--- src/common/gauge_defs.vh ---
`ifndef GAUGE_DEFS_VH
`define GAUGE_DEFS_VH
// Command codes
`define CMD_MAKER_ACCESS 8'h00
`define CMD_PACK_MODE 8'h03
`define CMD_TEMPERATURE 8'h08
`define CMD_PACK_VOLTAGE 8'h09
`define CMD_INSTANT_CURRENT 8'h0A
`define CMD_MEAN_CURRENT 8'h0B
`define CMD_ESTIMATE_ERROR 8'h0C
`define CMD_CHARGE_LEVEL 8'h0D
`define CMD_CAPACITY_LEFT 8'h0F
`define CMD_CAPACITY_FULL 8'h10
`define CMD_WANTED_CURRENT 8'h14
`define CMD_WANTED_VOLTAGE 8'h15
`define CMD_PACK_STATUS 8'h16
`define CMD_CYCLE_TALLY 8'h17
`define CMD_NOMINAL_CAP 8'h18
`define CMD_SPEC_VERSION 8'h1A
`define CMD_BUILD_DATE 8'h1B
`define CMD_UNIT_SERIAL 8'h1C
`define CMD_MAKER_NAME 8'h20
// Reset values
`define RST_CAPACITY_FULL 16'h1C20
`define RST_WANTED_CURRENT 16'h09C4
`define RST_WANTED_VOLTAGE 16'h3138
`define RST_CYCLE_TALLY 16'h0000
`define RST_NOMINAL_CAP 16'h1C20
`define RST_NOMINAL_VOLT 16'h0E10
`define RST_SPEC_VERSION 16'h0031
`define RST_BUILD_DATE 16'h0000
`define RST_UNIT_SERIAL 16'h0001
// Maker access subcommands
`define MAC_DORMANT_ENTER 16'h0010
`define MAC_DORMANT_EXIT 16'h0011
// Control status field
`define CTRL_DORMANT_REQ_BIT 4
// Thresholds, mV and mA
`define DORM_VOLT_MIN 16'h0960
`define DORM_VOLT_MAX 16'h0BB8
`define DORM_VOLT_DEF 16'h09F6
`define DORM_CURR_MAX 16'h02BC
`define DORM_CURR_DEF 16'h0008
`define SHUT_VOLT 16'h0960
// Timing
`define TICK_PERIOD_S 1
`define SLEEP_PERIOD_S 20
`define SHUT_TIME_MS 24
`define STRETCH_TIME_MS 4
`define CLK_HZ 100000000
// Mode codes
`define MODE_NORMAL 3'h0
`define MODE_SLEEP 3'h1
`define MODE_DEEP_IDLE 3'h2
`define MODE_DORMANT 3'h3
`define MODE_SHUTDOWN 3'h4
`endif

--- src/rtl/gauge_power_mode.v ---
// Contract
// - Only normal-sleep, sleep-deep idle, deep idle-dormant/shutdown, sleep-shutdown.
// - Normal mode measures and updates reported values every second.
// - Sleep entered only with sleep enable set and mean current at sleep level.
// - Sleep left on enable cleared, current above sleep level, or wake current.
// - Sleep mode measures once every twenty seconds.
// - Deep idle entered only after the programmed number of one-second ticks is seen in sleep.
// - Deep idle left at once on command traffic addressed to the device.
// - Dormant from deep idle on low load, low cell voltage or host request.
// - Dormant left on voltage or load above threshold, bus activity or host command.
// - Dormant voltage threshold programmable 2.4 V to 3 V, default 2.55 V.
// - Dormant current threshold programmable 0 to 0.7 A, default 8 mA.
// - Shutdown from sleep or deep idle when cell below 2.4 V over 24 ms and no charger.
// - Shutdown left on bus activity, wake current or charger connection.
// - Shutdown turns regulator and discharge drive off until bus activity, wake current or charger ends it.
// - Measured command data refreshed only once per second; reads are answered on any command strobe.
// - Sleep or deep idle may stretch the bus up to four milliseconds.
// - Leaving dormant clears the dormant request flag; here a dormant enter write in the same cycle keeps it set.
`timescale 1ns/1ps
`include "gauge_defs.vh"
module gauge_power_mode #(
    parameter TICK_CYCLES = `CLK_HZ * `TICK_PERIOD_S,
    parameter SHUT_CYCLES = `CLK_HZ / 1000 * `SHUT_TIME_MS,
    parameter STRETCH_CYCLES = `CLK_HZ / 1000 * `STRETCH_TIME_MS
) (
    input wire sys_clk, // 100 MHz clock
    input wire rst, // Synchronous reset, active high
    input wire cmd_valid, // Command access strobe, one cycle
    input wire cmd_write, // 1 write, 0 read
    input wire [7:0] cmd_code, // Command code
    input wire [15:0] cmd_wdata, // Write word
    input wire bus_activity, // Addressed bus traffic seen, pulse
    input wire [15:0] meas_temperature, // Live temperature
    input wire [15:0] meas_voltage, // Live cell voltage, mV
    input wire [15:0] meas_current, // Live current, mA signed
    input wire [15:0] meas_mean_current, // Live mean current, signed
    input wire [15:0] meas_error_pct, // Live estimate error
    input wire [15:0] meas_charge_pct, // Live charge level
    input wire [15:0] meas_status, // Live pack status flags
    input wire wake_current, // Current above wake threshold
    input wire charger_attached, // Charger present on pack
    input wire sleep_enable, // Sleep enable setting
    input wire [15:0] sleep_current, // Sleep current level, mA
    input wire [7:0] deep_idle_wait_time, // Seconds, 0 disables
    input wire [15:0] dormant_volt_set, // Dormant voltage, mV
    input wire [15:0] dormant_curr_set, // Dormant current, mA
    output reg [15:0] cmd_rdata, // Read word
    output reg cmd_rvalid, // Read data valid, one cycle
    output reg [2:0] power_mode, // Current mode code
    output reg meas_strobe, // Measurement request pulse
    output reg internal_regulator, // Regulator enable
    output reg discharge_switch_drive, // Discharge switch enable
    output reg bus_stretch, // Hold bus lines low
    output reg [15:0] control_status // Control status word
);

reg [31:0] tick_cnt;
reg tick;
reg [4:0] sleep_sec;
reg [7:0] idle_sec;
reg [31:0] shut_cnt;
reg [31:0] stretch_cnt;
reg [2:0] next_mode;
reg [15:0] maker_access_word;
reg [15:0] pack_mode_word;
reg [15:0] capacity_left;
reg [15:0] cycle_tally;
reg [15:0] nominal_capacity;
reg [15:0] spec_version_info;
reg [15:0] build_date;
reg [15:0] unit_serial;
reg [7:0] maker_name_string;
reg [15:0] snap_temp, snap_volt, snap_curr, snap_mean;
reg [15:0] snap_err, snap_chg, snap_stat;
reg host_dormant_req;
reg host_dormant_exit;

// Clamp a setting into the documented range
function [15:0] clamp;
    input [15:0] v;
    input [15:0] lo;
    input [15:0] hi;
    begin
        clamp = (v < lo) ? lo : ((v > hi) ? hi : v);
    end
endfunction

// Magnitude of a signed mA value
function [15:0] mag;
    input [15:0] v;
    begin
        mag = v[15] ? (~v + 16'h0001) : v;
    end
endfunction

wire [15:0] dorm_v = clamp(dormant_volt_set, `DORM_VOLT_MIN,
    `DORM_VOLT_MAX);
wire [15:0] dorm_i = clamp(dormant_curr_set, 16'h0000,
    `DORM_CURR_MAX);
wire [15:0] mean_mag = mag(meas_mean_current);
wire [15:0] load_mag = mag(meas_current);
wire shut_cond = (meas_voltage < `SHUT_VOLT) && !charger_attached;
// Charger arriving on the last count still blocks shutdown
wire shut_hit = shut_cond && (shut_cnt >= SHUT_CYCLES);
wire mac_write = cmd_valid && cmd_write && cmd_code == `CMD_MAKER_ACCESS;
wire dorm_req_set = mac_write && cmd_wdata == `MAC_DORMANT_ENTER;
wire dorm_req_clr = power_mode == `MODE_DORMANT &&
    next_mode != `MODE_DORMANT;
wire next_dormant_req = dorm_req_set || (host_dormant_req && !dorm_req_clr);

always @(posedge sys_clk) begin
    if (rst) begin
        tick_cnt <= 32'h0000_0000;
        tick <= 1'b0;
    end else if (tick_cnt >= TICK_CYCLES - 1) begin
        tick_cnt <= 32'h0000_0000;
        tick <= 1'b1;
    end else begin
        tick_cnt <= tick_cnt + 32'h0000_0001;
        tick <= 1'b0;
    end
end

always @* begin
    next_mode = power_mode;
    case (power_mode)
        `MODE_NORMAL: begin
            if (sleep_enable && mean_mag <= sleep_current &&
                !wake_current)
                next_mode = `MODE_SLEEP;
        end
        `MODE_SLEEP: begin
            if (!sleep_enable || mean_mag > sleep_current ||
                wake_current)
                next_mode = `MODE_NORMAL;
            else if (shut_hit)
                next_mode = `MODE_SHUTDOWN;
            else if (deep_idle_wait_time != 8'h00 &&
                idle_sec >= deep_idle_wait_time)
                next_mode = `MODE_DEEP_IDLE;
        end
        `MODE_DEEP_IDLE: begin
            if (bus_activity)
                next_mode = `MODE_NORMAL;
            else if (shut_hit)
                next_mode = `MODE_SHUTDOWN;
            else if (load_mag <= dorm_i || meas_voltage < dorm_v ||
                host_dormant_req)
                next_mode = `MODE_DORMANT;
        end
        `MODE_DORMANT: begin
            if (meas_voltage > dorm_v || load_mag > dorm_i ||
                bus_activity || host_dormant_exit)
                next_mode = `MODE_NORMAL;
        end
        `MODE_SHUTDOWN: begin
            // Regulator is off, so only pin-level wakes reach us
            if (bus_activity || wake_current || charger_attached)
                next_mode = `MODE_NORMAL;
        end
        default: next_mode = `MODE_NORMAL;
    endcase
end

always @(posedge sys_clk) begin
    if (rst) begin
        power_mode <= `MODE_NORMAL;
        idle_sec <= 8'h00;
        sleep_sec <= 5'h00;
        shut_cnt <= 32'h0000_0000;
        meas_strobe <= 1'b0;
        internal_regulator <= 1'b1;
        discharge_switch_drive <= 1'b1;
    end else begin
        power_mode <= next_mode;
        internal_regulator <= (next_mode != `MODE_SHUTDOWN);
        discharge_switch_drive <= (next_mode != `MODE_SHUTDOWN);
        if (shut_cond)
            shut_cnt <= shut_hit ? shut_cnt : shut_cnt + 32'h0000_0001;
        else
            shut_cnt <= 32'h0000_0000;
        if (next_mode != `MODE_SLEEP || power_mode != `MODE_SLEEP)
            idle_sec <= 8'h00;
        else if (tick && idle_sec != 8'hFF)
            idle_sec <= idle_sec + 8'h01;
        meas_strobe <= 1'b0;
        if (power_mode == `MODE_NORMAL) begin
            sleep_sec <= 5'h00;
            meas_strobe <= tick;
        end else if (power_mode == `MODE_SLEEP ||
            power_mode == `MODE_DEEP_IDLE) begin
            if (tick) begin
                if (sleep_sec >= `SLEEP_PERIOD_S - 1) begin
                    sleep_sec <= 5'h00;
                    meas_strobe <= 1'b1;
                end else begin
                    sleep_sec <= sleep_sec + 5'h01;
                end
            end
        end else begin
            sleep_sec <= 5'h00;
        end
    end
end

// Stretch: halted core needs time to answer an access
always @(posedge sys_clk) begin
    if (rst) begin
        stretch_cnt <= 32'h0000_0000;
        bus_stretch <= 1'b0;
    end else if (bus_stretch) begin
        if (stretch_cnt >= STRETCH_CYCLES - 1) begin
            bus_stretch <= 1'b0;
            stretch_cnt <= 32'h0000_0000;
        end else begin
            stretch_cnt <= stretch_cnt + 32'h0000_0001;
        end
    end else if (bus_activity && (power_mode == `MODE_SLEEP ||
        power_mode == `MODE_DEEP_IDLE)) begin
        bus_stretch <= 1'b1;
        stretch_cnt <= 32'h0000_0000;
    end
end

// Host dormant request flag; set wins over clear
always @(posedge sys_clk) begin
    if (rst) begin
        host_dormant_req <= 1'b0;
        host_dormant_exit <= 1'b0;
        control_status <= 16'h0000;
    end else begin
        host_dormant_exit <= mac_write &&
            cmd_wdata == `MAC_DORMANT_EXIT;
        host_dormant_req <= next_dormant_req;
        // Built from next values so status lines up with power_mode
        control_status <= {11'h000, next_dormant_req, 1'b0,
            next_mode};
    end
end

// Snapshot of live data, refreshed once per second only
always @(posedge sys_clk) begin
    if (rst) begin
        snap_temp <= 16'h0000;
        snap_volt <= 16'h0000;
        snap_curr <= 16'h0000;
        snap_mean <= 16'h0000;
        snap_err <= 16'h0000;
        snap_chg <= 16'h0000;
        snap_stat <= 16'h0000;
    end else if (tick) begin
        snap_temp <= meas_temperature;
        snap_volt <= meas_voltage;
        snap_curr <= meas_current;
        snap_mean <= meas_mean_current;
        snap_err <= meas_error_pct;
        snap_chg <= meas_charge_pct;
        snap_stat <= meas_status;
    end
end

always @(posedge sys_clk) begin
    if (rst) begin
        maker_access_word <= 16'h0000;
        pack_mode_word <= 16'h0000;
        capacity_left <= 16'h0000;
        cycle_tally <= `RST_CYCLE_TALLY;
        nominal_capacity <= `RST_NOMINAL_CAP;
        spec_version_info <= `RST_SPEC_VERSION;
        build_date <= `RST_BUILD_DATE;
        unit_serial <= `RST_UNIT_SERIAL;
        maker_name_string <= 8'h00;
        cmd_rdata <= 16'h0000;
        cmd_rvalid <= 1'b0;
    end else begin
        cmd_rvalid <= cmd_valid && !cmd_write;
        if (cmd_valid && cmd_write) begin
            case (cmd_code)
                `CMD_MAKER_ACCESS: maker_access_word <= cmd_wdata;
                `CMD_PACK_MODE: pack_mode_word <= cmd_wdata;
                `CMD_CAPACITY_LEFT: capacity_left <= cmd_wdata;
                `CMD_CYCLE_TALLY: cycle_tally <= cmd_wdata;
                `CMD_NOMINAL_CAP: nominal_capacity <= cmd_wdata;
                `CMD_SPEC_VERSION: spec_version_info <= cmd_wdata;
                `CMD_BUILD_DATE: build_date <= cmd_wdata;
                `CMD_UNIT_SERIAL: unit_serial <= cmd_wdata;
                `CMD_MAKER_NAME: maker_name_string <= cmd_wdata[7:0];
                default: cmd_rdata <= cmd_rdata;
            endcase
        end
        if (cmd_valid && !cmd_write) begin
            case (cmd_code)
                `CMD_MAKER_ACCESS: cmd_rdata <= maker_access_word;
                `CMD_PACK_MODE: cmd_rdata <= pack_mode_word;
                `CMD_TEMPERATURE: cmd_rdata <= snap_temp;
                `CMD_PACK_VOLTAGE: cmd_rdata <= snap_volt;
                `CMD_INSTANT_CURRENT: cmd_rdata <= snap_curr;
                `CMD_MEAN_CURRENT: cmd_rdata <= snap_mean;
                `CMD_ESTIMATE_ERROR: cmd_rdata <= snap_err;
                `CMD_CHARGE_LEVEL: cmd_rdata <= snap_chg;
                `CMD_CAPACITY_LEFT: cmd_rdata <= capacity_left;
                `CMD_CAPACITY_FULL: cmd_rdata <= `RST_CAPACITY_FULL;
                `CMD_WANTED_CURRENT: cmd_rdata <= `RST_WANTED_CURRENT;
                `CMD_WANTED_VOLTAGE: cmd_rdata <= `RST_WANTED_VOLTAGE;
                `CMD_PACK_STATUS: cmd_rdata <= snap_stat;
                `CMD_CYCLE_TALLY: cmd_rdata <= cycle_tally;
                // Nominal voltage has no read code here; this code returns capacity
                `CMD_NOMINAL_CAP: cmd_rdata <= nominal_capacity;
                `CMD_SPEC_VERSION: cmd_rdata <= spec_version_info;
                `CMD_BUILD_DATE: cmd_rdata <= build_date;
                `CMD_UNIT_SERIAL: cmd_rdata <= unit_serial;
                `CMD_MAKER_NAME: cmd_rdata <= {8'h00, maker_name_string};
                default: cmd_rdata <= 16'h0000;
            endcase
        end
    end
end

endmodule

--- config.mk ---
export PLATFORM = sky130hd
export DESIGN_NAME = gauge_power_mode
export DESIGN_NICKNAME = d
export VERILOG_FILES = /design/src/rtl/gauge_power_mode.v
export VERILOG_INCLUDE_DIRS = /design/src /design/src/common
export SDC_FILE = /design/constraint.sdc
export NUM_CORES = 1
export LEC_CHECK = 0
export BUFFER_PORTS_ARGS = -buffer_cell sky130_fd_sc_hd__buf_4
export CAP_MARGIN = 15
export CORE_ASPECT_RATIO = 1.5
export CORE_MARGIN = 10
export CORE_UTILIZATION = 42
export CTS_BUF_LIST = sky130_fd_sc_hd__clkbuf_4 sky130_fd_sc_hd__clkbuf_8 sky130_fd_sc_hd__clkbuf_16
export CTS_CLUSTER_DIAMETER = 150
export CTS_CLUSTER_SIZE = 40
export DETAILED_ROUTE_END_ITERATION = 12
export HOLD_SLACK_MARGIN = 0.03
export SKIP_CTS_REPAIR_TIMING = 1
export SLEW_MARGIN = 20
export SYNTH_ARGS = -nofsm -noshare
export SYNTH_HDL_FRONTEND = slang
export SYNTH_SLANG_ARGS = --single-unit
--- constraint.sdc ---
create_clock -name sys_clk -period 7.7 [get_ports sys_clk]
set_input_delay 0.77 -clock sys_clk [delete_from_list [all_inputs] [get_ports sys_clk]]
set_output_delay 0.77 -clock sys_clk [all_outputs]
set_load 0.02 [all_outputs]
# --- Word level (Yosys, flattened, before mapping) ---
# Index checks and enable logic that the tools add are counted.
totals:
  n_memories: 0
  regBits: 399
  output_inout_bits: 40
  inputBits: 200
  rom_bits: 0
  elab_cells: 165
  latch_bits: 0
  mem_bits_rw: 0
classes:
  shifts: 0
  n_bitwise: 4
  eq_ne: 29
  reduce_logical: 48
  order_cmp: 16
  mul: 0
  div_mod_pow: 0
  add_sub_neg: 7
  n_mux: 29
ops:
  columns: ["operator", "n"]
  rows:
  - ["16-bit case mux with 19 select lines", 1]
  - ["32-bit by 1-bit adder with 32-bit output (second input constant)", 3]
  - ["16-bit two-way mux", 6]
  - ["32-bit two-way mux", 3]
  - ["8-bit by 5-bit equality test with 1-bit output (second input constant)", 9]
  - ["8-bit by 4-bit equality test with 1-bit output (second input constant)", 7]
  - ["16-bit > comparator", 3]
  - ["16-bit by 1-bit adder with 16-bit output (second input constant)", 2]
  - ["16-bit by 5-bit equality test with 1-bit output (second input constant)", 2]
  - ["32-bit by 19-bit >= comparator with 1-bit output (second input constant)", 1]
  - ["32-bit by 22-bit >= comparator with 1-bit output (second input constant)", 1]
  - ["32-bit by 27-bit >= comparator with 1-bit output (second input constant)", 1]
  - ["16-bit less-or-equal comparator", 2]
  - ["16-bit by 12-bit less-than comparator with 1-bit output (second input constant)", 2]
  - ["16-bit inverter", 2]
  - ["3-bit two-way mux", 9]
  - ["2-bit AND reduction", 9]
  - ["16-bit by 10-bit > comparator with 1-bit output (second input constant)", 1]
  - ["16-bit by 12-bit > comparator with 1-bit output (second input constant)", 1]
  - ["16-bit by 1-bit less-than comparator with 1-bit output (second input constant)", 1]
  - ["16-bit less-than comparator", 1]
  - ["3-bit case mux with 5 select lines", 1]
  - ["1-bit logical AND", 14]
  - ["1-bit logical OR", 12]
  - ["23 further kinds", 39]

# --- Logic depth before layout (Yosys ltp) ---
logic_depth:
  depth_word: 15
  depth_mapped: 18
  depth_no_buf: 18

# --- Worst setup path after synthesis ---
# No wires, ideal clock.
synth_timing:
  path_kind: "input to register"
  start: "input port dormant_volt_set[14]"
  end: "register idle_sec[6]"
  t_arrival_ns: 4.252
  setup_time_ns: 0.088
  n_path_buf: 0
  t_required_ns: 7.612
  path_stages: 14
  setup_slack_ns: 3.360
  cell_sequence: "or4_1 a21oi_1 o21ai_0 nor4b_1 nor2b_1 ha_1 a21oi_1 o21ai_1 a221o_1 a211o_1 a2111o_1 nor2_2 o31ai_4 nor4_2"
synth_between:
  elab_chain_len: 13
  word_cells_on_any_way: 19
  classes_between: "4 x order compare; 1 x eq/ne; 7 x mux; 7 x reduce/logical"
synth_rtl:
  columns: ["element", "line", "source"]
  rows:
  - ["from (decl)", "gauge_power_mode.v:45", "input wire [15:0] dormant_volt_set,"]
  - ["16-bit by 12-bit > comparator with 1-bit output", "gauge_power_mode.v:84", "clamp = (v < lo) ? lo : ((v > hi) ? hi : v);"]
  - ["16-bit two-way mux", "gauge_power_mode.v:84", null]
  - ["16-bit two-way mux *", "gauge_power_mode.v:84", null]
  - ["16-bit less-than comparator", "gauge_power_mode.v:147", "else if (load_mag <= dorm_i || meas_voltage < dorm_v ||"]
  - ["1-bit logical OR (2 in a row)", "gauge_power_mode.v:147", null]
  - ["3-bit two-way mux", "gauge_power_mode.v:147", null]
  - ["3-bit two-way mux", "gauge_power_mode.v:145", "else if (shut_hit)"]
  - ["3-bit two-way mux", "gauge_power_mode.v:143", "if (bus_activity)"]
  - ["3-bit case mux with 5 select lines *", "gauge_power_mode.v:126", "case (power_mode)"]
  - ["3-bit by 1-bit != test with 1-bit output (no source line) *", null, null]
  - ["1-bit logical OR (no source line) *", null, null]
  - ["2-bit OR reduction (no source line) *", null, null]
  - ["to (signal assigned)", "gauge_power_mode.v:185", "idle_sec <= idle_sec + 8'h01;"]
  - ["to (decl)", "gauge_power_mode.v:60", "reg [7:0] idle_sec;"]
# Mark *: on every way between the ends. The rest lies on a longest branch, timed or not.
# A chain may end at the register's enable or synchronous reset.

# --- Worst setup path in the final report ---
layout_timing:
  start: "input port meas_mean_current[0]"
  end: "register idle_sec[4]"
layout_between:
  elab_chain_len: 11
  word_cells_on_any_way: 15
  classes_between: "1 x add/sub; 2 x order compare; 1 x eq/ne; 4 x mux; 1 x bitwise; 6 x reduce/logical"
layout_rtl:
  columns: ["element", "line", "source"]
  rows:
  - ["from (decl)", "gauge_power_mode.v:36", "input wire [15:0] meas_mean_current,"]
  - ["16-bit inverter", "gauge_power_mode.v:92", "mag = v[15] ? (~v + 16'h0001) : v;"]
  - ["16-bit by 1-bit adder with 16-bit output", "gauge_power_mode.v:92", null]
  - ["16-bit two-way mux *", "gauge_power_mode.v:92", null]
  - ["16-bit > comparator / 16-bit less-or-equal comparator (equally long branches)", "gauge_power_mode.v:133, gauge_power_mode.v:128", null]
  - ["1-bit logical OR / 1-bit logical AND (equally long branches) (2 in a row)", "gauge_power_mode.v:133, gauge_power_mode.v:128", null]
  - ["3-bit two-way mux (on tied branches)", "gauge_power_mode.v:133, gauge_power_mode.v:128", null]
  - ["3-bit case mux with 5 select lines *", "gauge_power_mode.v:126", null]
  - ["3-bit by 1-bit != test with 1-bit output (no source line) *", null, null]
  - ["1-bit logical OR (no source line) *", null, null]
  - ["2-bit OR reduction (no source line) *", null, null]
# Marked as above.

==> summary.md <==
| Metric | Value |
|---|---|
| Most frequent cells in the layout | dfxtp_1, nand2_1, nor2_1 |
| Fin crit share | 0.5748 |
| GRT Total Usage | 0.2321 |
| Die Span Y | around 280 um |
| Vias in the first global route | around 16,000 |
| Area share of the largest cell type after synthesis | 0.4139 |
| Yosys cell types | 82 |
| Most common cell after layout, fill and taps aside | dfxtp_1 |
| DR iter-0 viols | 1,450 |
| Total CTS buffers | 13 |
| Cell taking the most area after synthesis | dfxtp_1 |
| Sequential share of the synthesized area | 0.4139 |
| Synth top area cells | dfxtp_1, nand2_1, mux2i_1, a21oi_1, nor2_1 |
| Dpl hpwl | ~48,000 um |
| Number of flops mapped to enable cells by yosys | 0 |
| First-pass GRT wire length | 96,200 um |
| DRT Pass-1 Iters | 6 |
| Grt met1 use | 0.2672 |
| I/O pin cnt | 240 |
| Startpoint Class | input pin |
| Synth Cell Area | ~0.019 mm^2 |
| Minimum clock period | around 4400 ps |
| Layer with the highest usage | met2 |
| Dpl ws | approximately 2700 ps |
| P_leak | 8.094 nW |
| Synth warnings | 0 |
| CTS tree | done |
| Setup crit end kind | flip-flop |
| Crit Path Class | input pin to flip-flop |
| Total routed wirelength | 64,690 um |
| Share of cells above drive strength 1 | 0.1265 |
| Arrival time of the worst setup path | between 4000 and 5000 ps |
| Final Setup Violations | 0 |
| Largest net degree at the start of global routing | around 120 |
| Post-synthesis cell count | 2,241 |
| IO Port Bufs | around 230 |
| Met2 Use GR | 0.4077 |
| Syn Area/Cell | slightly above 8 um^2 |
| Total gr overflow | 0 |
| Setup TNS | 0 ps |
| Normalized max-slew margin | 0.2824 |
| Crit path required time | a little over 8000 ps |
| Max rail drop VDD | between 0.1 and 0.15 mV |
| Biggest regs | shut_cnt: 32 flops, stretch_cnt: 32 flops, tick_cnt: 32 flops |
| Initial antenna violation count | 3 |
| PwrDens | 162.9 mW/mm^2 |
| Post-synthesis register bit count | about 380 |
| Die width | around 190 um |
| CTS H-tree depth | 1 |
| Final WS setup | between 3000 and 4000 ps |
| Slew @ Worst Pin | 1076 ps |
| Ys flop type | dfxtp_1 |
| Final Hold Fails | 0 |
| Total of max-cap violations | 0 |
| Max Fclk | between 200 and 250 MHz |
| Max FO, Critical Path | 9 |
| Clk sinks | ~380 |
| Die Area | around 0.053 mm^2 |
| Core outline area | between 0.04 and 0.05 mm^2 |
| Area Growth Syn to Fin | 12.87% |
| Worst-case clock skew | 46.17 ps |
| Initial Util | 0.4234 |
| FP Rows | 94 |
| Async S/R FF share, synth | 0 |
| Routed vias/inst | between 5 and 6 |
| # DRC | 0 |
| Post-route ant nets | 0 |
| Placer Congestion | approximately 0.92 |
| Via count | ~17,000 |
| Worst skew pair latency | between 500 and 600 ps |
| Wire length per cell | between 20 and 25 um |
| CTS root buffer | clkbuf_16 |
| Clock-pin slew on the worst setup and hold paths | approximately 150 ps |
| Unrepaired setup endpoints after global routing | no |
| Clk buf depth | 3 |
| Nets | about 2,600 |
| Grt met3 use | 0.03238 |
| Pins over their slew limit | 0 |
| Min-Delay Path Class | input pin to flip-flop |
| Status | finished clean |
-- metal layers --
layer	routed length, um	part of all wire
met1	24760	0.38
met2	32350	0.50
met3	4087	0.063
met4	3482	0.054
met5	7	0.00011
-- worst paths after layout --
kind / from / to / slack, ps / cells past startpoint
hold / removal: meas_charge_pct[0] / snap_chg[0] / 450 / 3
hold reg to reg: pack_mode_word[7] / pack_mode_word[7] / 460 / 2
setup / recovery: meas_mean_current[0] / idle_sec[4] / 3270 / 18
setup reg to reg: tick / snap_stat[0] / 5030 / 4
-- Yosys cell counts, drive strengths merged (11+ instances only) --
cell type and instances:
xor2 40, clkbuf 102, nor3 38, nand3 66
inv 53, dfxtp 383, a21oi 197, and3 30
a22oi 56, nand2 378, mux2i 123, ha 64
nand4 36, a221oi 18, nor2b 11, a31oi 13
nor4 22, buf 50, o21ai 68, and2 16
nand2b 14, xnor2 47, nor2 261
-- area by class of cell --
| class | count | area [um^2] |
|---|---|---|
| inverter | 53 | 198.9 |
| timing repair buffer | 249 | 1877 |
| clock inverter | 1 | 20.02 |
| tap | 576 | 720.7 |
| multi-input combinational | 1680 | 10090 |
| fill | 4383 | 22840 |
| clock buffer | 13 | 325.3 |
| sequential | 383 | 7671 |
| antenna | 3 | 7.507 |
-- where the power goes --
group	switching [mW]	internal [mW]
registers	0.0372	2.02
clock network	0.623	0.318
logic	0.234	0.172
total	0.894	2.51
-- metrics by stage --
| step | utilization | instance area [um^2] | std cells | hold WS [ps] | power, mW |
|---|---|---|---|---|---|
| after floorplan | - | 18630 | 2268 | 429.7 | 2.317 |
| after global placement | 0.4699 | 20560 | 2941 | 439.7 | 2.500 |
| after detailed placement | 0.4699 | 20560 | 2941 | 446.2 | 2.505 |
| after CTS | 0.4778 | 20900 | 2955 | 444.6 | 3.425 |
| after global routing | 0.4779 | 20910 | 2957 | 461.1 | 3.522 |
| final | 0.4779 | 20910 | 2958 | 448.0 | 3.406 |
-- worst max-delay path, cell delays in order --
cell and delay (ps):
buf_4 120, inv_1 80, ha_1 160, nand2b_1 60
or4_1 420, or2_2 300, o21ai_0 360, nand2_1 110
xor2_1 160, ha_1 290, nand4_1 170, nor4_1 360
o21ai_0 140, a31oi_1 440, o21a_1 270, a311oi_4 60
o31ai_4 450, nor3_1 110
-- logic make-up (layout without fill, tap and decap cells) --
group           after synthesis  in the layout  share of synthesized area
fa+ha+maj                    65             65                    0.04377
mux                         134            134                    0.07436
xor+xnor                     87             87                    0.04113
other cells                   2             32                  0.0004054
buf+inv                     205            316                    0.04694
flops                       383            383                     0.4139
simple gates                919            919                     0.2251
compound gates              446            446                     0.1544
No activity file was read; power rests on OpenSTA's default activity.
